`src/hdl/hpi_pkg.sv`:
```
// constants, types and byte helpers shared by the host port block
package hpi_pkg;

  // register bus word indices (byte address is four times the index)
  localparam logic [1:0] REG_CTRL = 2'h0;
  localparam logic [1:0] REG_HOST_INTERRUPT_OUT = 2'h1;
  localparam logic [1:0] REG_STAT = 2'h2;

  // control register fields
  localparam int unsigned CTRL_ROUTE_BIT    = 0;
  localparam int unsigned CTRL_GPIO_OUT_LSB = 8;
  localparam int unsigned CTRL_GPIO_DIR_LSB = 16;
  localparam logic [31:0] CTRL_RESET        = 32'h0000_0000;

  // interrupt register fields
  localparam int unsigned HOST_INTERRUPT_OUT_FLAG_BIT   = 0;
  localparam int unsigned HOST_INTERRUPT_OUT_DSPINT_BIT = 1;

  // status register fields
  localparam int unsigned STAT_EN_BIT   = 0;
  localparam int unsigned STAT_WIDE_BIT = 1;
  localparam int unsigned STAT_RDY_BIT  = 2;
  localparam int unsigned STAT_GPIO_LSB = 8;
  localparam int unsigned STAT_ADDR_LSB = 16;

  // host register selection codes
  localparam logic [1:0] SEL_CTRL     = 2'h0;
  localparam logic [1:0] SEL_DATA_INC = 2'h1;
  localparam logic [1:0] SEL_ADDR     = 2'h2;
  localparam logic [1:0] SEL_DATA     = 2'h3;

  // host control register fields
  localparam int unsigned HOST_CONTROL_REGISTER_DSPINT_BIT = 1;
  localparam int unsigned HOST_CONTROL_REGISTER_HOST_INTERRUPT_OUT_BIT   = 2;

  // cycles after reset release before the strap is taken
  localparam int unsigned STRAP_SETTLE = 2;

  typedef enum logic [1:0] {
    ST_IDLE = 2'b00,
    ST_MEM  = 2'b01,
    ST_HOLD = 2'b10
  } xfer_state_t;

  // first byte of a pair is the high byte
  function automatic logic [7:0] pick_byte(input logic [15:0] word, input logic second);
    pick_byte = second ? word[7:0] : word[15:8];
  endfunction : pick_byte

  function automatic logic [15:0] merge_byte(input logic [15:0] word, input logic [7:0] b,
                                             input logic second);
    merge_byte = second ? {word[15:8], b} : {b, word[7:0]};
  endfunction : merge_byte

endpackage : hpi_pkg

```
`src/hdl/host_port_pin_interface.sv`:
```
// parallel host port: pin handshake, strap enable, muxed and wide modes
`timescale 1ns/10ps

// What this block does
// - byte ident marks first or second byte; ignored in wide mode
// - address strobe latches the presented address into the address register
// - direction input decides whether data moves to or from the host
// - ready output tells the host when the next transfer may start
// - ready output floats while global output disable is low
// - host interrupt pin interrupts host, driven high during reset
// - disabled port may route second timer output onto interrupt pin
// - interrupt pin floats when output disable low; unused in wide mode
// - port enable strap is taken once the synchroniser has settled after reset release
// - strap low or open at reset disables the port
// - once disabled, strap changes are ignored until next reset
// - wide select high gives non-muxed mode with sixteen address pins
// - wide mode has no interrupts either way
// - wide mode has no control or address register
// - wide mode takes the address pins as internal memory addresses
// - wide mode turns the narrow data pins into general purpose pins
module host_port_pin_interface #(
  parameter int unsigned STRAP_SETTLE = hpi_pkg::STRAP_SETTLE
) (
  // clock and reset
  input  wire logic        i_sys_clk,
  input  wire logic        i_rst_n,
  // host control pins
  input  wire logic        i_reg_select_bit0,
  input  wire logic        i_reg_select_bit1,
  input  wire logic        i_byte_order_ident,
  input  wire logic        i_port_chip_select_n,
  input  wire logic        i_data_strobe_a_n,
  input  wire logic        i_data_strobe_b_n,
  input  wire logic        i_addr_strobe_n,
  input  wire logic        i_transfer_direction,
  input  wire logic        i_port_enable_strap,
  input  wire logic        i_wide_mode_select,
  input  wire logic        i_outputs_off_n,
  input  wire logic [15:0] i_wide_address_pins,
  // narrow data pins
  input  wire logic [7:0]  i_narrow_host_data,
  output logic      [7:0]  o_narrow_host_data,
  output logic      [7:0]  o_narrow_host_data_oe_n,
  // wide data pins
  input  wire logic [15:0] i_wide_data,
  output logic      [15:0] o_wide_data,
  output logic             o_wide_data_oe_n,
  // ready and interrupt pins
  output logic             o_port_ready_out,
  output logic             o_port_ready_out_oe_n,
  output logic             o_host_interrupt_out,
  output logic             o_host_interrupt_out_oe_n,
  input  wire logic        i_second_timer_output,
  // internal memory port and DSP interrupt
  output logic             o_mem_req,
  output logic             o_mem_we,
  output logic      [15:0] o_mem_addr,
  output logic      [15:0] o_mem_wdata,
  input  wire logic        i_mem_ack,
  input  wire logic [15:0] i_mem_rdata,
  output logic             o_dsp_int,
  // register bus
  input  wire logic [1:0]  i_avs_address,
  input  wire logic        i_avs_read,
  input  wire logic        i_avs_write,
  input  wire logic [31:0] i_avs_writedata,
  input  wire logic [3:0]  i_avs_byteenable,
  output logic      [31:0] o_avs_readdata,
  output logic             o_avs_waitrequest
);
  localparam int unsigned PIN_W = 11 + 8 + 16 + 16;

  if (STRAP_SETTLE < 2 || STRAP_SETTLE > 7) begin : g_chk
    $error("STRAP_SETTLE must cover the synchroniser and fit three bits");
  end

  // synchronised pins
  logic [PIN_W-1:0] pins_q;
  logic cs_n_q, ds_a_n_q, ds_b_n_q, as_n_q, rw_q, sel1_q, sel0_q, bil_q;
  logic wide_q, strap_q, off_n_q;
  logic [7:0]  narrow_q;
  logic [15:0] wdata_q;
  logic [15:0] addr_q;

  pin_sync #(.WIDTH(PIN_W), .RESET_VAL('1)) u_pin_sync (
    .i_sys_clk (i_sys_clk),
    .i_rst_n   (i_rst_n),
    .i_async   ({i_port_chip_select_n, i_data_strobe_a_n, i_data_strobe_b_n,
                 i_addr_strobe_n, i_transfer_direction, i_reg_select_bit1,
                 i_reg_select_bit0, i_byte_order_ident, i_wide_mode_select,
                 i_port_enable_strap, i_outputs_off_n, i_narrow_host_data,
                 i_wide_data, i_wide_address_pins}),
    .o_sync    (pins_q)
  );
  assign {cs_n_q, ds_a_n_q, ds_b_n_q, as_n_q, rw_q, sel1_q, sel0_q, bil_q,
          wide_q, strap_q, off_n_q, narrow_q, wdata_q, addr_q} = pins_q;

  // state
  hpi_pkg::xfer_state_t state_r, state_nxt;
  logic [2:0]  strap_cnt_r;
  logic        cap_done_r, port_en_r;
  logic        xfer_prev_r, as_prev_r;
  logic        rw_r, rw_nxt, bil_r, bil_nxt;
  logic [1:0]  sel_r, sel_nxt;
  logic [15:0] rword_r, rword_nxt;
  logic [7:0]  hold_byte_r, hold_byte_nxt;
  logic [15:0] haddr_r, haddr_nxt;
  logic        req_nxt, we_nxt;
  logic [15:0] maddr_nxt, mwdata_nxt;
  logic        host_interrupt_out_flag_r, dspint_flag_r;
  logic [31:0] ctrl_r, ctrl_nxt;
  logic        host_control_register_wr;

  // decode
  logic        mux_mode, wide_act, xfer_q, start, as_fall, is_data, need_mem;
  logic [1:0]  sel_q;
  logic [15:0] host_control_register_word, host_word;
  logic        route_en;
  logic [7:0]  gpio_out, gpio_dir;

  assign mux_mode = port_en_r && !wide_q;
  assign wide_act = port_en_r && wide_q;
  assign sel_q    = {sel1_q, sel0_q};
  assign xfer_q   = !cs_n_q && (!ds_a_n_q || !ds_b_n_q);
  assign start    = xfer_q && !xfer_prev_r && port_en_r && (state_r == hpi_pkg::ST_IDLE);
  // no address latch in wide mode
  assign as_fall  = !as_n_q && as_prev_r && mux_mode;
  assign is_data  = (sel_q == hpi_pkg::SEL_DATA_INC) || (sel_q == hpi_pkg::SEL_DATA);
  // reads fetch on first byte, writes store on second
  assign need_mem  = wide_q || (is_data && (rw_q ? !bil_q : bil_q));
  assign host_word = {hold_byte_r, narrow_q};
  assign route_en  = ctrl_r[hpi_pkg::CTRL_ROUTE_BIT];
  assign gpio_out  = ctrl_r[hpi_pkg::CTRL_GPIO_OUT_LSB +: 8];
  assign gpio_dir  = ctrl_r[hpi_pkg::CTRL_GPIO_DIR_LSB +: 8];

  always_comb begin
    host_control_register_word = '0;
    host_control_register_word[hpi_pkg::HOST_CONTROL_REGISTER_HOST_INTERRUPT_OUT_BIT]   = host_interrupt_out_flag_r;
    host_control_register_word[hpi_pkg::HOST_CONTROL_REGISTER_DSPINT_BIT] = dspint_flag_r;
  end

  // strap taken once the synchroniser has settled after release
  always_ff @(posedge i_sys_clk or negedge i_rst_n) begin
    if (!i_rst_n) begin
      strap_cnt_r <= 3'h0;
      cap_done_r  <= 1'b0;
      port_en_r   <= 1'b0;
    end else if (!cap_done_r) begin
      strap_cnt_r <= strap_cnt_r + 3'h1;
      if (strap_cnt_r == 3'(STRAP_SETTLE)) begin
        cap_done_r <= 1'b1;
        // low or open strap leaves port disabled
        port_en_r  <= strap_q;
      end
    end
  end

  // transfer sequencer
  always_comb begin
    state_nxt     = state_r;
    rw_nxt        = rw_r;
    sel_nxt       = sel_r;
    bil_nxt       = bil_r;
    rword_nxt     = rword_r;
    hold_byte_nxt = hold_byte_r;
    haddr_nxt     = haddr_r;
    req_nxt       = o_mem_req;
    we_nxt        = o_mem_we;
    maddr_nxt     = o_mem_addr;
    mwdata_nxt    = o_mem_wdata;
    host_control_register_wr       = 1'b0;
    unique case (state_r)
      hpi_pkg::ST_IDLE: begin
        if (start) begin
          rw_nxt  = rw_q;
          sel_nxt = sel_q;
          // byte ident ignored in wide mode
          bil_nxt = bil_q && !wide_q;
          if (need_mem) begin
            state_nxt  = hpi_pkg::ST_MEM;
            req_nxt    = 1'b1;
            we_nxt     = !rw_q;
            // wide mode addresses straight from pins
            maddr_nxt  = wide_q ? addr_q : haddr_r;
            mwdata_nxt = wide_q ? wdata_q : host_word;
          end else begin
            state_nxt = hpi_pkg::ST_HOLD;
            if (!rw_q) begin
              if (sel_q == hpi_pkg::SEL_ADDR) begin
                haddr_nxt = hpi_pkg::merge_byte(haddr_r, narrow_q, bil_q);
              end else if (sel_q == hpi_pkg::SEL_CTRL && bil_q) begin
                host_control_register_wr = 1'b1;
              end else begin
                hold_byte_nxt = narrow_q;
              end
            end else if (!is_data) begin
              rword_nxt = (sel_q == hpi_pkg::SEL_ADDR) ? haddr_r : host_control_register_word;
            end
          end
        end else if (as_fall) begin
          // address strobe latches the address byte
          haddr_nxt = hpi_pkg::merge_byte(haddr_r, narrow_q, bil_q);
        end
      end
      hpi_pkg::ST_MEM: begin
        if (i_mem_ack) begin
          req_nxt   = 1'b0;
          rword_nxt = i_mem_rdata;
          state_nxt = hpi_pkg::ST_HOLD;
        end
      end
      hpi_pkg::ST_HOLD: begin
        if (!xfer_q) begin
          state_nxt = hpi_pkg::ST_IDLE;
          if (!wide_q && bil_r && sel_r == hpi_pkg::SEL_DATA_INC) begin
            haddr_nxt = haddr_r + 16'h0001;
          end
        end
      end
      default: state_nxt = hpi_pkg::ST_IDLE;
    endcase
  end

  always_ff @(posedge i_sys_clk or negedge i_rst_n) begin
    if (!i_rst_n) begin
      state_r     <= hpi_pkg::ST_IDLE;
      xfer_prev_r <= 1'b0;
      as_prev_r   <= 1'b1;
      rw_r        <= 1'b1;
      sel_r       <= hpi_pkg::SEL_CTRL;
      bil_r       <= 1'b0;
      rword_r     <= 16'h0000;
      hold_byte_r <= 8'h00;
      haddr_r     <= 16'h0000;
      o_mem_req   <= 1'b0;
      o_mem_we    <= 1'b0;
      o_mem_addr  <= 16'h0000;
      o_mem_wdata <= 16'h0000;
    end else begin
      state_r     <= state_nxt;
      xfer_prev_r <= xfer_q;
      as_prev_r   <= as_n_q;
      rw_r        <= rw_nxt;
      sel_r       <= sel_nxt;
      bil_r       <= bil_nxt;
      rword_r     <= rword_nxt;
      hold_byte_r <= hold_byte_nxt;
      haddr_r     <= haddr_nxt;
      o_mem_req   <= req_nxt;
      o_mem_we    <= we_nxt;
      o_mem_addr  <= maddr_nxt;
      o_mem_wdata <= mwdata_nxt;
    end
  end

  // register bus: one wait cycle, then a single-cycle answer
  logic avs_req, avs_take, wr_host_interrupt_out;
  logic [31:0] rd_mux, stat_word;
  assign avs_req  = i_avs_read || i_avs_write;
  assign avs_take = avs_req && !o_avs_waitrequest;
  assign wr_host_interrupt_out  = avs_take && i_avs_write && i_avs_address == hpi_pkg::REG_HOST_INTERRUPT_OUT
                    && i_avs_byteenable[0];

  always_comb begin
    stat_word = '0;
    stat_word[hpi_pkg::STAT_EN_BIT]   = port_en_r;
    stat_word[hpi_pkg::STAT_WIDE_BIT] = wide_q;
    stat_word[hpi_pkg::STAT_RDY_BIT]  = o_port_ready_out;
    stat_word[hpi_pkg::STAT_GPIO_LSB +: 8]  = narrow_q;
    stat_word[hpi_pkg::STAT_ADDR_LSB +: 16] = haddr_r;
    rd_mux = '0;
    if (i_avs_address == hpi_pkg::REG_CTRL) begin
      rd_mux = ctrl_r;
    end else if (i_avs_address == hpi_pkg::REG_HOST_INTERRUPT_OUT) begin
      rd_mux[hpi_pkg::HOST_INTERRUPT_OUT_FLAG_BIT]   = host_interrupt_out_flag_r;
      rd_mux[hpi_pkg::HOST_INTERRUPT_OUT_DSPINT_BIT] = dspint_flag_r;
    end else if (i_avs_address == hpi_pkg::REG_STAT) begin
      rd_mux = stat_word;
    end
    ctrl_nxt = ctrl_r;
    if (avs_take && i_avs_write && i_avs_address == hpi_pkg::REG_CTRL) begin
      for (int b = 0; b < 4; b++) begin
        if (i_avs_byteenable[b]) begin
          ctrl_nxt[8*b +: 8] = i_avs_writedata[8*b +: 8];
        end
      end
    end
  end

  always_ff @(posedge i_sys_clk or negedge i_rst_n) begin
    if (!i_rst_n) begin
      o_avs_waitrequest <= 1'b1;
      o_avs_readdata    <= 32'h0000_0000;
      ctrl_r            <= hpi_pkg::CTRL_RESET;
    end else begin
      o_avs_waitrequest <= !(avs_req && o_avs_waitrequest);
      if (i_avs_read && o_avs_waitrequest) begin
        o_avs_readdata <= rd_mux;
      end
      ctrl_r <= ctrl_nxt;
    end
  end

  // interrupt flags; a set in the clearing cycle wins
  always_ff @(posedge i_sys_clk or negedge i_rst_n) begin
    if (!i_rst_n) begin
      host_interrupt_out_flag_r   <= 1'b0;
      dspint_flag_r <= 1'b0;
    end else begin
      host_interrupt_out_flag_r   <= mux_mode && ((wr_host_interrupt_out && i_avs_writedata[hpi_pkg::HOST_INTERRUPT_OUT_FLAG_BIT])
                       || (host_interrupt_out_flag_r && !(host_control_register_wr && host_word[hpi_pkg::HOST_CONTROL_REGISTER_HOST_INTERRUPT_OUT_BIT])));
      dspint_flag_r <= mux_mode && ((host_control_register_wr && host_word[hpi_pkg::HOST_CONTROL_REGISTER_DSPINT_BIT])
                       || (dspint_flag_r && !(wr_host_interrupt_out
                       && i_avs_writedata[hpi_pkg::HOST_INTERRUPT_OUT_DSPINT_BIT])));
    end
  end

  // pin drivers; all registered, enables low while driving
  logic        rd_drive;
  logic        host_interrupt_out_pin_nxt, ready_nxt;
  logic [7:0]  narrow_out_nxt, narrow_oe_n_nxt;
  assign rd_drive  = off_n_q && (state_r == hpi_pkg::ST_HOLD) && rw_r && xfer_q;
  // not ready while a memory cycle is open
  assign ready_nxt = port_en_r && (state_nxt != hpi_pkg::ST_MEM);
  // timer routed only while port is disabled
  assign host_interrupt_out_pin_nxt = !cap_done_r ? 1'b1 :
                        port_en_r   ? (wide_q || !host_interrupt_out_flag_r) :
                        (route_en ? i_second_timer_output : 1'b1);
  // wide mode narrow pins act as general purpose pins
  assign narrow_out_nxt  = wide_act ? gpio_out : hpi_pkg::pick_byte(rword_r, bil_r);
  assign narrow_oe_n_nxt = wide_act ? ~(gpio_dir & {8{off_n_q}}) :
                           {8{!(mux_mode && rd_drive)}};

  always_ff @(posedge i_sys_clk or negedge i_rst_n) begin
    if (!i_rst_n) begin
      o_narrow_host_data        <= 8'h00;
      o_narrow_host_data_oe_n   <= 8'hff;
      o_wide_data               <= 16'h0000;
      o_wide_data_oe_n          <= 1'b1;
      o_port_ready_out          <= 1'b0;
      o_port_ready_out_oe_n     <= 1'b0;
      // interrupt pin driven high during reset
      o_host_interrupt_out      <= 1'b1;
      o_host_interrupt_out_oe_n <= 1'b0;
      o_dsp_int                 <= 1'b0;
    end else begin
      o_narrow_host_data        <= narrow_out_nxt;
      o_narrow_host_data_oe_n   <= narrow_oe_n_nxt;
      // wide mode moves 16-bit words on the wide pins
      o_wide_data               <= rword_r;
      o_wide_data_oe_n          <= !(wide_act && rd_drive);
      o_port_ready_out          <= ready_nxt;
      o_port_ready_out_oe_n     <= !off_n_q;
      o_host_interrupt_out      <= host_interrupt_out_pin_nxt;
      // interrupt pin floats under output disable
      o_host_interrupt_out_oe_n <= !off_n_q;
      o_dsp_int                 <= dspint_flag_r;
    end
  end
endmodule : host_port_pin_interface

```
`src/hdl/pin_sync.sv`:
```
// two-stage synchroniser for a group of pin inputs
`timescale 1ns/10ps
module pin_sync #(
  parameter int unsigned      WIDTH     = 1,
  parameter logic [WIDTH-1:0] RESET_VAL = '0
) (
  // clock and reset
  input  wire logic             i_sys_clk,
  input  wire logic             i_rst_n,
  // pins in, synchronised out
  input  wire logic [WIDTH-1:0] i_async,
  output logic      [WIDTH-1:0] o_sync
);
  logic [WIDTH-1:0] meta_r;
  logic [WIDTH-1:0] sync_r;

  if (WIDTH < 1) begin : g_chk
    $error("pin_sync needs at least one bit");
  end

  always_ff @(posedge i_sys_clk or negedge i_rst_n) begin
    if (!i_rst_n) begin
      meta_r <= RESET_VAL;
      sync_r <= RESET_VAL;
    end else begin
      meta_r <= i_async;
      sync_r <= meta_r;
    end
  end

  assign o_sync = sync_r;
endmodule : pin_sync

```
`config.mk`:
```
export PLATFORM = sky130hd
export DESIGN_NAME = host_port_pin_interface
export DESIGN_NICKNAME = d
export VERILOG_FILES = /design/src/hdl/hpi_pkg.sv /design/src/hdl/host_port_pin_interface.sv /design/src/hdl/pin_sync.sv
export SDC_FILE = /design/constraint.sdc
export NUM_CORES = 1
export LEC_CHECK = 0
export ABC_AREA = 1
export BUFFER_PORTS_ARGS = -buffer_cell sky130_fd_sc_hd__buf_4
export CORE_ASPECT_RATIO = 0.75
export CORE_MARGIN = 2
export CORE_UTILIZATION = 50
export CTS_CLUSTER_SIZE = 40
export DETAILED_ROUTE_END_ITERATION = 8
export PLACE_DENSITY_LB_ADDON = 0.12
export SYNTH_ARGS = -nofsm -noshare
export SYNTH_HDL_FRONTEND = slang
export SYNTH_SLANG_ARGS = --single-unit
```
`constraint.sdc`:
```
create_clock -name i_sys_clk -period 1.5 [get_ports i_sys_clk]
set_input_delay 0.225 -clock i_sys_clk [delete_from_list [all_inputs] [get_ports i_sys_clk]]
set_output_delay 0.225 -clock i_sys_clk [all_outputs]
set_load 0.02 [all_outputs]
```
### Yosys cells after proc, flatten, opt, wreduce, memory -nomap -nowiden

Index checks and enable logic that the tools add are counted.

| word-level totals | value |
|---|---|
| word-level logic and storage cells | 184 |
| output and inout bits | 105 |
| input bits | 111 |
| flip-flop bits (word level) | 293 |

| operators by class | value |
|---|---|
| equality and inequality tests | 22 |
| bitwise logic cells | 7 |
| muxes and demuxes | 46 |
| reductions and logical operators | 73 |
| add/subtract/negate cells | 2 |

Operators by type and width:

| cell | number |
|---|---|
| 16-bit two-way mux | 16 |
| 32-bit two-way mux | 2 |
| 16-bit one-hot mux with 2 select lines | 2 |
| 1-bit logical AND | 34 |
| 30-bit two-way mux | 1 |
| 8-bit two-way mux | 3 |
| 16-bit by 1-bit adder with 16-bit output, second input constant | 1 |
| 1-bit zero test | 16 |
| 1-bit two-way mux | 15 |
| 2-bit inequality test, second input constant | 7 |
| 2-bit AND reduction | 6 |
| 6-bit AND reduction | 2 |
| 2-bit two-way mux | 5 |
| 3-bit inequality test, second input constant | 3 |
| 8-bit bitwise AND | 1 |
| 2-bit by 1-bit == test with 1-bit output, second input constant | 4 |
| 2-bit == test, second input constant | 4 |
| 8-bit inverter | 1 |
| 1-bit logical OR | 7 |
| 7-bit AND reduction | 1 |
| 2-bit zero test | 3 |
| 2-bit one-hot mux with 3 select lines | 1 |
| 1-bit inverter | 5 |
| 2-bit by 1-bit inequality test with 1-bit output, second input constant | 2 |
| 7 further kinds | 8 |

### Depth between registers and ports, before layout

| depth | value |
|---|---|
| word-level depth | 13 |
| mapped depth | 10 |
| depth with buffers taken out | 10 |

### Modules after synthesis

Synthesis repeated with hierarchy kept, for this count alone.

| second synthesis, totals | value |
|---|---|
| cells, all modules | 1103 |
| area, all modules | 11414.7 um2 |

By module, submodules not included:

| module | area an instance (um2) | instances | cells each |
|---|---|---|---|
| host_port_pin_interface | 8734.6 | 1 | 1001 |
| pin_sync | 2680.1 | 1 | 102 |

### Worst setup path after synthesis

OpenSTA, ideal clock, no wires.

| timing path | value |
|---|---|
| kind | register to register |
| start point | reg u_pin_sync.sync_r[45] (netlist: u_pin_sync.o_sync[45]) |
| end point | reg haddr_r[12] |
| cell stages (with the launch flop) | 10 |
| clock period less this slack | 1585 ps |
| slack | -85 ps |
| arrival | 1469 ps |
| data required time | 1384 ps |
| path through | dfstp_2 inv_1 nor2_2 clkinv_1 nand3_1 nand2_1 nor2_2 nand2_1 nand2_1 nand2_1 |

| on the way | value |
|---|---|
| cells in the longest elaborated chain, start to end | 6 |

RTL lines:

| what | line | source |
|---|---|---|
| start, declared | pin_sync.sv:15 | `logic [WIDTH-1:0] sync_r;` |
| start signal, assigned | pin_sync.sv:27 | `sync_r <= meta_r;` |
| 2-bit by 1-bit == test with 1-bit output or 2-bit == test (tied branches) | host_port_pin_interface.sv:128 | `assign is_data = (sel_q == hpi_pkg::SEL_DATA_INC) \|\| (sel_q == hpi_pkg::SEL_DATA);` |
| 1-bit logical OR | host_port_pin_interface.sv:128 |  |
| 1-bit logical AND | host_port_pin_interface.sv:130 | `assign need_mem = wide_q \|\| (is_data && (rw_q ? !bil_q : bil_q));` |
| 1-bit logical OR | host_port_pin_interface.sv:130 |  |
| 3-bit inequality test (no line) | -- |  |
| 7-bit AND reduction (no line) (*) | -- |  |
| end signal, assigned | host_port_pin_interface.sv:248 | `haddr_r <= haddr_nxt;` |
| end, declared | host_port_pin_interface.sv:107 | `logic [15:0] haddr_r, haddr_nxt;` |

Every way passes the cells marked *; elsewhere a longest branch is shown, timed or not.
A chain may end at the register's enable or synchronous reset.

### Worst setup path after layout

| timing path | value |
|---|---|
| start point | reg state_r[1] |
| end point | reg haddr_r[2] |

| on the way | value |
|---|---|
| cells in the longest elaborated chain, start to end | 4 |

RTL lines:

| what | line | source |
|---|---|---|
| start, declared | host_port_pin_interface.sv:99 | `hpi_pkg::xfer_state_t state_r, state_nxt;` |
| start signal, assigned | host_port_pin_interface.sv:226 | `state_r <= hpi_pkg::ST_IDLE;` |
| start signal, assigned | host_port_pin_interface.sv:240 | `state_r <= state_nxt;` |
| 2-bit zero test | host_port_pin_interface.sv:125, host_port_pin_interface.sv:172 |  |
| 1-bit logical AND | host_port_pin_interface.sv:125 | `assign start = xfer_q && !xfer_prev_r && port_en_r && (state_r == hpi_pkg::ST_IDLE);` |
| 3-bit inequality test (no line) (tied with other cells) | -- |  |
| 7-bit AND reduction (no line) or 16-bit one-hot mux with 2 select lines (tied branches) | -- |  |

Several ways; a longest one is shown, not always the timed one.

==> flow_metrics.tcl <==
set metrics [dict create \
    status "finished, violations left" \
    violations "setup timing" \
    setup-tns-final_ns -4.96 \
    hold_path.class "primary input to register" \
    leakage_nw 7.99 \
    place.gp.congestion 0.925 \
    grt_pass1_wl_mm 49.8 \
    clkLatencyLatePin_ns 0.55 \
    postSynthCellCount 1103 \
    rows 47 \
    synth-main-ff-cell "dfrtp_1" \
    ctsLongestPathBuffers 3 \
    slew_headroom 0.725 \
    drv_slew 0 \
    r2r-end "haddr_r[2]" \
    crit_slowest_cell "dfrtp_1" \
    final_cell_count_no_fill 1851 \
    synth.avg_cell_area_um2 10.2 \
    first_global_vias 9130 \
    hold_viol 0 \
    critPathTopFamily "buffers and inverters" \
    die_h_um 134 \
    rsz0062_at_grt "true" \
    seq_area_mm2 0.00748 \
    antenna_left 0 \
    crit_required_ns 1.93 \
    syn2layout_area_growth_pct 51.7 \
    powerDensity_mw_per_mm2 1500 \
    grt_overflow 0 \
    postSynth.asyncResetShare 1.00 \
    multi_input_area_mm2 0.00381 \
    setup_ws_ns -0.158 \
    drv_cap 0 \
    ys_seq_area_frac 0.665 \
    period_minus_slack_ns 1.66 \
    ys_warn_count 0 \
    nFillCells 1435 \
    cts_tree "built" \
    endpoint_kind "register" \
    total_power_w 0.0255 \
    via_per_inst 5.24 \
    crit_type "register to register" \
    crit_start "state_r[1]" \
    cp.arrival_ns 2.09 \
    drt_iter0_drc 890 \
    hpwl_mm 22.0 \
    numCtsBuffers 28 \
    port_buffers 215 \
    cp.depth 11 \
    layout_common_cells "313 x buf_4, 260 x nand2_1, 177 x dfrtp_1" \
    dieArea_mm2 0.0237 \
    grt_use_total 0.272 \
    grt_max_degree 51 \
    cts_sinks 293 \
    fin_nets 1649 \
    fin_area_mm2 0.0170 \
    top_layer "met4" \
    ir_drop_v 0.000904 \
    initial_core_util 0.510 \
    die_w_um 177 \
    ff2ff_setup_slack_ns -0.16 \
    finalSetupViolations 69 \
    ys_types 33 \
    n_antenna_cell 0 \
    post-route-drc-count 0 \
    endpoint "haddr_r[2]" \
    cp_cell_sequence "inv_2 > buf_6 > nor2_4 > buf_4 > nand2_2 > nand2_2 > nor2_4 > buf_12 > buf_6 > nand3_1 > nand2_1" \
    wl_met3_mm 2.60 \
    drt_pass1_iterations 5 \
    ioPinCount 216 \
    drive_gt1_frac 0.428 \
    cp_max_fo 6 \
    synth_edf_count 0 \
    clk_transition_reported_paths_ns 0.07 \
    path_buf_inv 5 \
    fin_worst_skew_ns 0.0139 \
    r2r-start "state_r[1]" \
    cts_root_buf "clkbuf_16" \
    wl_met1_mm 15.4 \
    num_vias 9702 \
    post_drt_wl_per_cell_um 18.4 \
    dr_wl_met2_mm 15.2 \
    antenna_found_initial 0 \
    ys_ff_latch 293 \
    syn_nets 1217 \
    fmax_ghz 0.603 \
    critPathMaxStageDelay_ns 0.36 \
    wirelength_mm 34.1 \
    cts.htree.levels 1 \
    timing.final.crit_share 1.11 \
    coreArea_mm2 0.0221 \
    placed_cells 1668 \
    worstRegToRegCells 11 \
    syn_area_mm2 0.0112 \
    layout_commonest_cell "buf_4" \
    worst_slew_pin_slew_ns 0.411 \
    place_area_mm2 0.0140 \
    startpoint_type "register" \
]
layout make-up:
type / count / share of cell area
Inverter: 83 / 0.0195
Multi-Input combinational cell: 680 / 0.224
Clock buffer: 36 / 0.0453
Sequential cell: 293 / 0.439
Clock inverter: 16 / 0.0105
Tap cell: 294 / 0.0216
Timing Repair Buffer: 449 / 0.241
worst min-delay path by stage:
stage	end	slack, ns	cells past startpoint	start
2_1_floorplan	bil_r	-0.07	0	i_rst_n
3_3_place_gp	o_wide_data[14]	0.14	1	i_rst_n
3_5_place_dp	o_wide_data[12]	0.15	1	i_rst_n
4_1_cts	rword_r[4]	0.002	5	i_mem_rdata[4]
5_1_grt	state_r[0]	0.01	4	i_mem_ack
6_report	state_r[0]	0.0007	4	i_mem_ack
power breakdown:
group	total [W]	switching, W	internal (W)	leakage, nW
logic	0.00737	0.00407	0.00330	4.11
clock network	0.00728	0.00309	0.00419	0.470
registers	0.0109	0.00115	0.00970	3.41
total	0.0255	0.00832	0.0172	7.99
metal layers:
metal  GRT usage  up-vias
met2       0.404      405
met4      0.0707        0
li1            -     4476
met1       0.416     4748
met3      0.0479       73
met5           0        -
worst min-delay path, delay by kind of cell:
family                 cells  cell delay [ns]
buffers and inverters      2             0.13
and+or+nand+nor            2             0.16
synth_stat cells, drive strengths merged (3+ instances only):
master  number  area share
clkbuf      24      0.0081
o21ai       72       0.032
o31ai       12      0.0080
a21oi       28       0.012
ha           3      0.0033
inv         81       0.027
dfrtp      178        0.40
o22ai        6      0.0033
nor2        96       0.034
dfstp      115        0.27
nor3        11      0.0059
nand4       10      0.0056
a31oi       48       0.027
mux2        22       0.022
buf         23       0.011
nand3       61       0.027
nand2      304        0.10
sequential cells by signal, summed over array words and instances (netlist names), 3 cells and up:
name and count:
o_narrow_host_data 8, strap_cnt_r 3, rword_r 16, ctrl_r 32, u_pin_sync.meta_r 51, o_mem_wdata 16, haddr_r 16, o_wide_data 16
o_narrow_host_data_oe_n 8, o_mem_addr 16, o_avs_readdata 32, u_pin_sync.o_sync 51, hold_byte_r 8
metrics by stage:
| stage | util | hold WS, ns | setup slack [ns] |
|---|---|---|---|
| 3_3_place_gp | 0.634 | 0.145 | -0.0687 |
| 4_1_cts | 0.737 | 0.00159 | -0.0727 |
| 2_1_floorplan | - | -0.0706 | 0.00618 |
| 5_1_grt | 0.773 | 0.0131 | -0.210 |
| 3_5_place_dp | 0.634 | 0.146 | -0.114 |
| 6_report | 0.773 | 0.000697 | -0.158 |
what timing repair did:
| item | CTS | global route |
|---|---|---|
| pin swaps | 18 | 18 |
| setup buffers | 16 | 16 |
| endpoints found under the setup margin | 73 | 107 |
| hold endpoints to repair | 269 | 0 |
| gates resized for setup | 63 | 129 |
| hold buffers | 89 | 0 |
| cloned | 5 | 7 |
kinds of logic after synthesis:
family | count (synthesis) | synth area share
adders and majority gates | 3 | 0.00334
xor gates and xnor gates | 2 | 0.00156
AOI/OAI and AO/OA | 169 | 0.0849
buffers and inverters | 130 | 0.0469
and+or+nand+nor | 484 | 0.176
DFF | 293 | 0.665
muxes | 22 | 0.0220
Note: power is estimated with default switching activity, not from simulation.
